[config.mk]
export PLATFORM = sky130hd
export DESIGN_NAME = csd_clock_switch
export DESIGN_NICKNAME = d
export VERILOG_FILES = /design/src/csd_pkg.sv /design/src/csd_clock_switch.sv /design/src/csd_edge_count.sv
export SDC_FILE = /design/constraint.sdc
export NUM_CORES = 1
export LEC_CHECK = 0
export BUFFER_PORTS_ARGS = -buffer_cell sky130_fd_sc_hd__buf_2
export CORE_MARGIN = 5
export CORE_UTILIZATION = 50
export DETAILED_ROUTE_END_ITERATION = 8
export GPL_TIMING_DRIVEN = 1
export PLACE_DENSITY_LB_ADDON = 0.2
export SYNTH_ARGS = -nofsm -noshare
export SYNTH_HDL_FRONTEND = slang
export SYNTH_SLANG_ARGS = --single-unit
[constraint.sdc]
create_clock -name core_clk -period 2.7 [get_ports core_clk]
set_clock_uncertainty 0.1 [all_clocks]
set_input_delay 0.135 -clock core_clk [delete_from_list [all_inputs] [get_ports core_clk]]
set_output_delay 0.135 -clock core_clk [all_outputs]
set_load 0.1 [all_outputs]
[src/csd_pkg.sv]
package csd_pkg;
  // ---------------------------------------------------------------
  // register map (word addresses)
  // ---------------------------------------------------------------
  localparam logic [3:0] OSC_CTRL_ADDR = 4'h0;
  localparam logic [3:0] CLK_DIV_ADDR = 4'h1;
  localparam logic [3:0] TRIM_ADDR = 4'h2;
  localparam logic [3:0] OSC_HI_ADDR = 4'h3;
  localparam logic [3:0] OSC_LO_ADDR = 4'h4;
  // ---------------------------------------------------------------
  // field positions
  // ---------------------------------------------------------------
  localparam int CUR_LSB = 12;
  localparam int REQ_LSB = 8;
  localparam int SELLOCK_BIT = 7;
  localparam int PLLLOCK_BIT = 5;
  localparam int FAIL_BIT = 3;
  localparam int SOSCDRV_BIT = 2;
  localparam int SECONDARY_OSC_ENABLE_BIT = 1;
  localparam int SWREQ_BIT = 0;
  localparam int ROI_BIT = 15;
  localparam int DOZE_LSB = 12;
  localparam int RATIO_DIVIDE_ENABLE_BIT = 11;
  localparam int RCDIV_LSB = 8;
  // ---------------------------------------------------------------
  // unlock keys and reset values
  // ---------------------------------------------------------------
  localparam logic [7:0] HI_KEY1 = 8'h78;
  localparam logic [7:0] HI_KEY2 = 8'h9a;
  localparam logic [7:0] LO_KEY1 = 8'h46;
  localparam logic [7:0] LO_KEY2 = 8'h57;
  localparam logic [2:0] DOZE_RST = 3'h3;
  localparam logic [2:0] RCDIV_RST = 3'h1;
  localparam logic [5:0] TRIM_RST = 6'h00;
  // ---------------------------------------------------------------
  // timing
  // ---------------------------------------------------------------
  localparam int SETTLE_CYCLES = 10;
  localparam int CLK_PERIOD_NS = 10;
  localparam int OST_TIME_NS = 10240;
  localparam int OST_CYCLES = (OST_TIME_NS + CLK_PERIOD_NS - 1) / CLK_PERIOD_NS;
  // ---------------------------------------------------------------
  // types
  // ---------------------------------------------------------------
  // source code map
  typedef enum logic [2:0] {
    SRC_FRC = 3'h0,
    SRC_FAST_RC_WITH_PLL_MODE = 3'h1,
    SRC_PRI = 3'h2,
    SRC_PRIPLL = 3'h3,
    SRC_SEC = 3'h4,
    SRC_LOW_POWER_RC_OSCILLATOR = 3'h5,
    SRC_LPFRCDIV = 3'h6,
    SRC_FRCDIV = 3'h7
  } csd_src_t;
  typedef struct packed {
    logic [3:0] addr;
    logic [15:0] wdata;
    logic wr;
    logic rd;
  } csd_bus_req_t;
  typedef struct packed {
    logic fast_rc_oscillator;
    logic pll;
    logic pri;
    logic sec;
    logic low_power_rc_oscillator;
  } csd_osc_en_t;
endpackage

[src/csd_clock_switch.sv]
`timescale 1ns/10ps
module csd_clock_switch
  import csd_pkg::*;
#(
  parameter int OST_LEN = OST_CYCLES
)
(
  input wire logic core_clk,
  input wire logic sys_rst,
  input wire csd_bus_req_t bus_req,
  output logic [15:0] rdata_ff,
  input wire logic switching_config_bit,
  input wire logic failsafe_clock_monitor_config_bit,
  input wire logic [2:0] boot_source_config,
  input wire logic wdt_uses_low_power_rc_oscillator,
  input wire logic pll_locked,
  input wire logic new_clk_sample,
  input wire logic clock_fail_detect,
  input wire logic irq_event,
  output logic [2:0] current_source_sel_ff,
  output csd_osc_en_t osc_en_ff,
  output logic [2:0] doze_ratio_ff,
  output logic [2:0] fast_rc_postscale_ff,
  output logic lp_base_sel_ff,
  output logic [5:0] fast_rc_trim_ff,
  output logic clock_fail_event_ff
);
  typedef enum logic [2:0] {
    ST_IDLE,
    ST_START,
    ST_WAIT_OST,
    ST_WAIT_PLL,
    ST_SETTLE
  } csd_state_t;

  // ---------------------------------------------------------------
  // helpers
  // ---------------------------------------------------------------
  function automatic logic uses_pll(input logic [2:0] s);
    uses_pll = (s == SRC_FAST_RC_WITH_PLL_MODE) || (s == SRC_PRIPLL);
  endfunction

  function automatic csd_osc_en_t osc_of(input logic [2:0] s);
    csd_osc_en_t e;
    e = '0;
    case (s)
      SRC_FRC, SRC_FRCDIV, SRC_LPFRCDIV: e.fast_rc_oscillator = 1'b1;
      SRC_FAST_RC_WITH_PLL_MODE:
      begin
        e.fast_rc_oscillator = 1'b1;
        e.pll = 1'b1;
      end
      SRC_PRI: e.pri = 1'b1;
      SRC_PRIPLL:
      begin
        e.pri = 1'b1;
        e.pll = 1'b1;
      end
      SRC_SEC: e.sec = 1'b1;
      SRC_LOW_POWER_RC_OSCILLATOR: e.low_power_rc_oscillator = 1'b1;
      default: e = '0;
    endcase
    osc_of = e;
  endfunction

  // ---------------------------------------------------------------
  // state
  // ---------------------------------------------------------------
  csd_state_t state_ff;
  logic [2:0] req_src_ff;
  logic swreq_ff;
  logic sellock_ff;
  logic plllock_ff;
  logic fail_ff;
  logic soscdrv_ff;
  logic secondary_osc_enable_ff;
  logic roi_ff;
  logic ratio_divide_enable_ff;
  logic [2:0] doze_ff;
  logic [2:0] rcdiv_ff;
  logic [5:0] trim_ff;
  logic hi_key_ff;
  logic hi_open_ff;
  logic lo_key_ff;
  logic lo_open_ff;
  logic [13:0] ost_ff;
  logic fail_d_ff;
  logic settle_done;
  logic cnt_clr;

  logic sw_enable;
  logic failsafe_clock_monitor_on;
  logic wr_hi;
  logic wr_lo;
  logic hi_write_ok;
  logic lo_write_ok;
  logic start_req;

  assign sw_enable = !switching_config_bit;
  assign failsafe_clock_monitor_on = !switching_config_bit && !failsafe_clock_monitor_config_bit;
  assign wr_hi = bus_req.wr && (bus_req.addr == OSC_HI_ADDR);
  assign wr_lo = bus_req.wr && (bus_req.addr == OSC_LO_ADDR);
  assign hi_write_ok = wr_hi && hi_open_ff;
  assign lo_write_ok = wr_lo && lo_open_ff;
  assign start_req = lo_write_ok && bus_req.wdata[SWREQ_BIT] && sw_enable
                     && !(failsafe_clock_monitor_on && sellock_ff) && state_ff == ST_IDLE;
  assign cnt_clr = (state_ff != ST_SETTLE);

  csd_edge_count csd_edge_count_inst
  (
    .core_clk(core_clk),
    .sys_rst(sys_rst),
    .clr(cnt_clr),
    .clk_sample(new_clk_sample),
    .done_ff(settle_done)
  );

  // ---------------------------------------------------------------
  // unlock windows
  // ---------------------------------------------------------------
  // one-access windows
  always_ff @(posedge core_clk or posedge sys_rst)
  begin
    if (sys_rst)
    begin
      hi_key_ff <= 1'b0;
      hi_open_ff <= 1'b0;
      lo_key_ff <= 1'b0;
      lo_open_ff <= 1'b0;
    end
    else if (bus_req.wr || bus_req.rd)
    begin
      hi_key_ff <= wr_hi && !hi_open_ff && bus_req.wdata[7:0] == HI_KEY1;
      hi_open_ff <= wr_hi && hi_key_ff && bus_req.wdata[7:0] == HI_KEY2;
      lo_key_ff <= wr_lo && !lo_open_ff && bus_req.wdata[7:0] == LO_KEY1;
      lo_open_ff <= wr_lo && lo_key_ff && bus_req.wdata[7:0] == LO_KEY2;
    end
  end

  // ---------------------------------------------------------------
  // switch sequencer
  // ---------------------------------------------------------------
  // no stall output; cpu keeps running
  always_ff @(posedge core_clk or posedge sys_rst)
  begin
    if (sys_rst)
    begin
      state_ff <= ST_IDLE;
      swreq_ff <= 1'b0;
      ost_ff <= '0;
    end
    else
    begin
      case (state_ff)
        ST_IDLE:
        begin
          if (start_req)
          begin
            if (req_src_ff == current_source_sel_ff)
              swreq_ff <= 1'b0;
            else
            begin
              swreq_ff <= 1'b1;
              state_ff <= ST_START;
            end
          end
          else
            swreq_ff <= 1'b0;
        end
        ST_START:
        begin
          ost_ff <= 14'(OST_LEN);
          if (req_src_ff == SRC_PRI || req_src_ff == SRC_PRIPLL)
            state_ff <= ST_WAIT_OST;
          else if (uses_pll(req_src_ff))
            state_ff <= ST_WAIT_PLL;
          else
            state_ff <= ST_SETTLE;
        end
        ST_WAIT_OST:
        begin
          if (ost_ff != '0)
            ost_ff <= ost_ff - 14'h1;
          else if (uses_pll(req_src_ff))
            state_ff <= ST_WAIT_PLL;
          else
            state_ff <= ST_SETTLE;
        end
        ST_WAIT_PLL:
        begin
          if (pll_locked)
            state_ff <= ST_SETTLE;
        end
        ST_SETTLE:
        begin
          if (settle_done)
          begin
            swreq_ff <= 1'b0;
            state_ff <= ST_IDLE;
          end
        end
        default: state_ff <= ST_IDLE;
      endcase
    end
  end

  always_ff @(posedge core_clk or posedge sys_rst)
  begin
    if (sys_rst)
      current_source_sel_ff <= SRC_FRCDIV;
    else if (!sw_enable)
      current_source_sel_ff <= boot_source_config;
    else if (state_ff == ST_SETTLE && settle_done)
      current_source_sel_ff <= req_src_ff;
  end

  // latch boot source once after reset release, whether or not switching is enabled
  logic boot_taken_ff;
  always_ff @(posedge core_clk or posedge sys_rst)
  begin
    if (sys_rst)
    begin
      boot_taken_ff <= 1'b0;
      req_src_ff <= SRC_FRCDIV;
    end
    else if (!boot_taken_ff)
    begin
      boot_taken_ff <= 1'b1;
      req_src_ff <= boot_source_config;
    end
    else if (hi_write_ok)
      req_src_ff <= bus_req.wdata[10:8];
  end

  // ---------------------------------------------------------------
  // oscillator enables
  // ---------------------------------------------------------------
  // old source stopped except exempt ones
  always_ff @(posedge core_clk or posedge sys_rst)
  begin
    if (sys_rst)
      osc_en_ff <= '0;
    else
    begin
      osc_en_ff <= osc_of(current_source_sel_ff)
                   | (state_ff != ST_IDLE ? osc_of(req_src_ff) : '0);
      if (secondary_osc_enable_ff)
        osc_en_ff.sec <= 1'b1;
      if (wdt_uses_low_power_rc_oscillator || failsafe_clock_monitor_on)
        osc_en_ff.low_power_rc_oscillator <= 1'b1;
    end
  end

  // ---------------------------------------------------------------
  // status flags
  // ---------------------------------------------------------------
  always_ff @(posedge core_clk or posedge sys_rst)
  begin
    if (sys_rst)
    begin
      plllock_ff <= 1'b0;
      fail_ff <= 1'b0;
      fail_d_ff <= 1'b0;
      clock_fail_event_ff <= 1'b0;
    end
    else
    begin
      // clear on valid start; lock low on non-pll
      if (state_ff == ST_START || !uses_pll(current_source_sel_ff))
        plllock_ff <= 1'b0;
      else
        plllock_ff <= pll_locked;
      if (failsafe_clock_monitor_on && clock_fail_detect)
        fail_ff <= 1'b1;
      else if (state_ff == ST_START)
        fail_ff <= 1'b0;
      else if (lo_write_ok && !bus_req.wdata[FAIL_BIT])
        fail_ff <= 1'b0;
      fail_d_ff <= fail_ff;
      clock_fail_event_ff <= fail_ff && !fail_d_ff;
    end
  end

  always_ff @(posedge core_clk or posedge sys_rst)
  begin
    if (sys_rst)
    begin
      sellock_ff <= 1'b0;
      soscdrv_ff <= 1'b0;
      secondary_osc_enable_ff <= 1'b0;
    end
    else if (lo_write_ok)
    begin
      sellock_ff <= sellock_ff | bus_req.wdata[SELLOCK_BIT];
      soscdrv_ff <= bus_req.wdata[SOSCDRV_BIT];
      secondary_osc_enable_ff <= bus_req.wdata[SECONDARY_OSC_ENABLE_BIT];
    end
  end

  // ---------------------------------------------------------------
  // divider and trim registers
  // ---------------------------------------------------------------
  always_ff @(posedge core_clk or posedge sys_rst)
  begin
    if (sys_rst)
    begin
      roi_ff <= 1'b0;
      ratio_divide_enable_ff <= 1'b0;
      doze_ff <= DOZE_RST;
      rcdiv_ff <= RCDIV_RST;
    end
    else
    begin
      if (bus_req.wr && bus_req.addr == CLK_DIV_ADDR)
      begin
        roi_ff <= bus_req.wdata[ROI_BIT];
        doze_ff <= bus_req.wdata[DOZE_LSB +: 3];
        ratio_divide_enable_ff <= bus_req.wdata[RATIO_DIVIDE_ENABLE_BIT];
        rcdiv_ff <= bus_req.wdata[RCDIV_LSB +: 3];
      end
      if (roi_ff && irq_event)
        ratio_divide_enable_ff <= 1'b0;
    end
  end

  always_ff @(posedge core_clk or posedge sys_rst)
  begin
    if (sys_rst)
      trim_ff <= TRIM_RST;
    else if (bus_req.wr && bus_req.addr == TRIM_ADDR)
      trim_ff <= bus_req.wdata[5:0];
  end

  // ---------------------------------------------------------------
  // clock control outputs
  // ---------------------------------------------------------------
  always_ff @(posedge core_clk or posedge sys_rst)
  begin
    if (sys_rst)
    begin
      doze_ratio_ff <= 3'h0;
      fast_rc_postscale_ff <= RCDIV_RST;
      lp_base_sel_ff <= 1'b0;
      fast_rc_trim_ff <= TRIM_RST;
    end
    else
    begin
      // ratio log2 code, 1:1 unless enabled
      doze_ratio_ff <= ratio_divide_enable_ff ? doze_ff : 3'h0;
      fast_rc_postscale_ff <= rcdiv_ff;
      lp_base_sel_ff <= (current_source_sel_ff == SRC_LPFRCDIV);
      fast_rc_trim_ff <= trim_ff;
    end
  end

  // ---------------------------------------------------------------
  // read port
  // ---------------------------------------------------------------
  always_ff @(posedge core_clk or posedge sys_rst)
  begin
    if (sys_rst)
      rdata_ff <= 16'h0000;
    else if (bus_req.rd)
    begin
      case (bus_req.addr)
        OSC_CTRL_ADDR, OSC_HI_ADDR, OSC_LO_ADDR:
          rdata_ff <= {1'b0, current_source_sel_ff, 1'b0, req_src_ff,
                       sellock_ff, 1'b0, plllock_ff, 1'b0, fail_ff,
                       soscdrv_ff, secondary_osc_enable_ff, swreq_ff};
        CLK_DIV_ADDR:
          rdata_ff <= {roi_ff, doze_ff, ratio_divide_enable_ff, rcdiv_ff, 8'h00};
        TRIM_ADDR:
          rdata_ff <= {10'h000, trim_ff};
        default: rdata_ff <= 16'h0000;
      endcase
    end
    else
      rdata_ff <= 16'h0000;
  end
endmodule

[src/csd_edge_count.sv]
`timescale 1ns/10ps
// counts rising edges of a synchronised clock sample
module csd_edge_count
  import csd_pkg::*;
(
  input wire logic core_clk,
  input wire logic sys_rst,
  input wire logic clr,
  input wire logic clk_sample,
  output logic done_ff
);
  logic s1_ff;
  logic s2_ff;
  logic s3_ff;
  logic [3:0] cnt_ff;

  // s1 only feeds s2
  always_ff @(posedge core_clk or posedge sys_rst)
  begin
    if (sys_rst)
    begin
      s1_ff <= 1'b0;
      s2_ff <= 1'b0;
      s3_ff <= 1'b0;
    end
    else
    begin
      s1_ff <= clk_sample;
      s2_ff <= s1_ff;
      s3_ff <= s2_ff;
    end
  end

  always_ff @(posedge core_clk or posedge sys_rst)
  begin
    if (sys_rst)
    begin
      cnt_ff <= 4'h0;
      done_ff <= 1'b0;
    end
    else if (clr)
    begin
      cnt_ff <= 4'h0;
      done_ff <= 1'b0;
    end
    else if (s2_ff && !s3_ff && !done_ff)
    begin
      cnt_ff <= cnt_ff + 4'h1;
      done_ff <= (cnt_ff == 4'(SETTLE_CYCLES - 1));
    end
  end
endmodule

==> results.md <==
- The flow ran to the end, and the final reports show no timing, DRC or antenna violations.
- The area fraction of the dominant cell type after synthesis is 51.3%.
- The final layout contains routed wiring with a total length of 9.08 mm.
- The internal portion of the total power is 0.00207 W.
- Per report_power, the clock group accounts for 28.7% of the total.
- For the worst-skew pair, the clock arrives at the later sink with an insertion delay of 0.35 ns.
- The synthesized net count is 386.
- Before antenna repair, the detailed router went through 4 iterations.
- The post-synthesis async set-or-reset flop share is 100%.
- The max capacitance violation total is 0.
- Each instance of the synthesized netlist takes up on average 11.4 sq um.
- The routed length per instance is 16.1 um.
- The die is 98.9 um tall.
- The switching power summed over all nets is 0.00105 W.
- Setup repair after global routing left no endpoint under its margin.
- After clock tree synthesis, the clock-pin slew on the worst setup and hold paths is 0.08 ns.
- The half-perimeter wire length after placement is 6.28 mm.
- Net switching is 33.6% of the power.
- Once the floorplan was initialized, standard cells occupied 51.1% of the core.
- The final max-slew violation count is 0.
- The die footprint is 9780 sq um.
- The congestion estimate from routability-driven global placement came to 0.853.
- The final global-route overflow total is 0.
- The core area is 7730 sq um.
- In this run the tightest slew margin relative to its limit is 51.3%.
- The kind of end point of the critical path is a flop.
- Synthesis instantiated 53 different standard cells from the library.
- The overall global routing resource usage is 19.9%.
- The via density per instance is 5.52.
- Setup violations remaining at the end of the flow were counted as 0.
- The final antenna diode count is 0.
- Port buffering added 70 buffers.
- The pin count of the biggest net entering global routing is 44.
- Sequential cells burn 49.9% of the power.
- Yosys printed 0 warnings.
- The count of endpoints failing hold in the final timing report is 0.
- Across the VDD grid, the largest voltage drop is 391 uV.
- The worst slack on hold paths is 0.0444 ns.
- The filler cell count is 624.
- The maximum clock rate is 464 MHz.
- The CTS tree is done.
- The count of standard-cell rows is 32.
- The logic gate share of total power is 21.4%.
- The number of gates given a new drive strength after cts is 0.
- The number of antenna violations at the first check in global routing is 0.
- The critical path startpoint category is a flop.
- After synthesis, the cell types taking the most area are sky130_fd_sc_hd__dfrtp_1, sky130_fd_sc_hd__dfstp_2, sky130_fd_sc_hd__mux2_2, sky130_fd_sc_hd__nor2_1, sky130_fd_sc_hd__mux2i_1.
- For this design the top-level I/O count stands at 72.
- After synthesis the cells add up to 3950 sq um.
- Of the synthesized area, sequential elements account for 58.0%.
- The clock root buffer is sky130_fd_sc_hd__clkbuf_8.
- The clock passes through at most 2 buffers.
- STA puts the critical path data required time at 2.87 ns.
- The biggest area contributor in the post-synthesis netlist is sky130_fd_sc_hd__dfrtp_1.
- The count of flip-flops with a built-in enable after synthesis is 0.
- The total number of nets in the final design is 494.
- The total number of vias is 3110.
- The ratio of total power to cell area is 628 nW/um^2.
- The chip width is 98.9 um.
- After technology mapping, the gate count stands at 348.
- For the pin with the worst max-slew slack, the measured transition is 0.730 ns.
- At the worst endpoint, the arrival time is 2.33 ns.
- The worst slack at placement is 0.580 ns.
- The number of global-route vias before repair is 3135.
- The proportion of layout cells with a drive suffix above 1 is 26.7%.
- The leakage power total is 2.34 nW.
- The most crowded layer after global routing is met2.
- Summed over all failing endpoints, the final setup total negative slack is 0 ns.
- The global-route wire length before repair is 15.5 mm.
- Global routing used 5.10% of the available met3 tracks.
- The first-iteration detailed-routing DRC count is 194.
- The final worst-path cycle share is 79.8%.
- The synthesized design contains 91 register bits.
- The routed design could run at a clock period as short as 2.15 ns.
- Once the clock tree was built, the setup fixing pass inserted 0 buffers.
- The CTS sink count is 91.
- The maximum fanout along the worst path is 14.
- Global routing used 26.1% of the available met1 tracks.
- The tightest min-delay check is of the in -> reg type.
- The maximum level of the CTS H-tree is 3.
- The final antenna-violating net count is 0.
- Among all flip-flop cells after synthesis, the most frequent one is sky130_fd_sc_hd__dfrtp_1.
- Compared with the post-synthesis result, the final layout area differs by 25.7%.
- After layout, the worst setup slack is 0.546 ns.
- The critical setup path kind is reg -> reg.
- Clock tree synthesis inserted a total of 9 buffers.
- Global routing consumed, on the met2 layer, 32.4% of the routing resources.
- The DRC violations left is 0.
-- power groups by stage --
stage | clock network [W] | logic [W] | registers, W
floorplan | 0 | 0.000142 | 0.00192
global placement | 0 | 0.000622 | 0.00158
detailed placement | 0 | 0.000630 | 0.00158
CTS | 0.000922 | 0.000670 | 0.00156
global route | 0.000990 | 0.000701 | 0.00157
finish | 0.000896 | 0.000666 | 0.00156
-- area by class of cell --
cell class / instances / area [sq um] / share of cell area [%]
flip-flops and latches: 91 / 2290 / 46.1
well taps: 102 / 128 / 2.57
inverters: 9 / 35.0 / 0.705
clock buffers: 10 / 128 / 2.57
repair buffers: 110 / 748 / 15.1
multi-input cells: 235 / 1570 / 31.6
clock inverters: 6 / 66.3 / 1.34
-- placed cells by master (no fill, tap or decap), types with 3 or more instances in the layout --
cell	n
sky130_fd_sc_hd__a21oi_1	12
sky130_fd_sc_hd__a22oi_1	11
sky130_fd_sc_hd__and2_1	3
sky130_fd_sc_hd__and3_1	8
sky130_fd_sc_hd__buf_2	70
sky130_fd_sc_hd__buf_4	5
sky130_fd_sc_hd__clkbuf_8	9
sky130_fd_sc_hd__clkinv_2	3
sky130_fd_sc_hd__clkinv_4	3
sky130_fd_sc_hd__dfrtp_1	81
sky130_fd_sc_hd__dfstp_2	10
sky130_fd_sc_hd__dlygate4sd3_1	34
sky130_fd_sc_hd__ha_1	4
sky130_fd_sc_hd__inv_1	8
sky130_fd_sc_hd__mux2_2	15
sky130_fd_sc_hd__mux2i_1	11
sky130_fd_sc_hd__nand2_1	25
sky130_fd_sc_hd__nand2b_1	7
sky130_fd_sc_hd__nand3_1	8
sky130_fd_sc_hd__nand3b_1	4
sky130_fd_sc_hd__nor2_1	32
sky130_fd_sc_hd__nor3_1	9
sky130_fd_sc_hd__nor4b_1	6
sky130_fd_sc_hd__o211ai_1	3
sky130_fd_sc_hd__o21ai_0	12
sky130_fd_sc_hd__o31ai_1	4
sky130_fd_sc_hd__o41ai_1	4
sky130_fd_sc_hd__or2_2	3
sky130_fd_sc_hd__or3_1	4
sky130_fd_sc_hd__or4_1	6
sky130_fd_sc_hd__xnor2_1	4
sky130_fd_sc_hd__xor2_1	5
-- critical path, stage by stage (launching register included) --
cell and delay [ns]:
sky130_fd_sc_hd__dfrtp_1 0.53, sky130_fd_sc_hd__or4b_1 0.55, sky130_fd_sc_hd__or3_4 0.36, sky130_fd_sc_hd__or4_1 0.40
sky130_fd_sc_hd__a21oi_1 0.15
-- metrics by stage --
step / area (sq um) / utilization [%] / power [W] / std cells
2_1_floorplan: 3950 / - / 0.00206 / 348
3_3_place_gp: 4430 / 57.4 / 0.00220 / 513
3_5_place_dp: 4430 / 57.4 / 0.00221 / 513
4_1_cts: 4970 / 64.3 / 0.00315 / 563
5_1_grt: 4970 / 64.3 / 0.00327 / 563
6_report: 4970 / 64.3 / 0.00312 / 563
-- kinds of logic after synthesis --
logic type	after synthesis	share of synthesized area, %
other	2	0.190
adder cells (fa/ha/maj)	4	1.27
buffers and inverters	22	2.25
AO/OA/AOI/OAI	60	10.3
flip-flops	91	58.0
multiplexers	26	7.06
AND/OR/NAND/NOR	134	18.9
XOR/XNOR	9	2.00
-- worst paths after layout --
kind | start | to | slack (ns) | cells past startpoint
worst max register to register | state_ff[0] | ost_ff[12] | 0.55 | 4
worst max-delay path | state_ff[0] | ost_ff[12] | 0.55 | 4
worst min-delay path | bus_req[1] | sellock_ff | 0.04 | 2
min in group asynchronous | sys_rst | rdata_ff[1] | 0.33 | 3
worst min register to register | csd_edge_count_inst.s1_ff | csd_edge_count_inst.s2_ff | 0.25 | 0
max in group asynchronous | sys_rst | fast_rc_trim_ff[5] | 1.51 | 4
-- cells in the mapped netlist, types with 5 or more instances --
cell and instances:
sky130_fd_sc_hd__dfstp_2 10, sky130_fd_sc_hd__o21ai_0 12, sky130_fd_sc_hd__mux2_2 15, sky130_fd_sc_hd__dfrtp_1 81
sky130_fd_sc_hd__a22oi_1 11, sky130_fd_sc_hd__nor4b_1 6, sky130_fd_sc_hd__nand2b_1 7, sky130_fd_sc_hd__nor3_1 9
sky130_fd_sc_hd__and3_1 8, sky130_fd_sc_hd__inv_1 9, sky130_fd_sc_hd__nor2_1 32, sky130_fd_sc_hd__a21oi_1 12
sky130_fd_sc_hd__or4_1 6, sky130_fd_sc_hd__clkbuf_1 10, sky130_fd_sc_hd__nand3_1 8, sky130_fd_sc_hd__xor2_1 5
sky130_fd_sc_hd__mux2i_1 11, sky130_fd_sc_hd__nand2_1 25
-- what timing repair did --
action,in CTS,in global routing
setup endpoints to repair,0,0
hold buffers,34,0
hold endpoints to repair,65,0
-- sequential cells by signal, indices dropped and copies added (netlist names), 3 cells and up --
name                        count
state_ff                        3
fast_rc_postscale_ff            3
current_source_sel_ff           3
osc_en_ff                       5
rdata_ff                       15
csd_edge_count_inst.cnt_ff      4
req_src_ff                      3
doze_ratio_ff                   3
fast_rc_trim_ff                 6
rcdiv_ff                        3
trim_ff                         6
doze_ff                         3
ost_ff                         14
-- metal layers --
metal | wire, um | part of all wire [%]
met1 | 3810 | 42
met2 | 4620 | 51
met3 | 536 | 5.9
met4 | 99 | 1.1
met5 | 0 | 0
(Power assumes the default switching activity.)
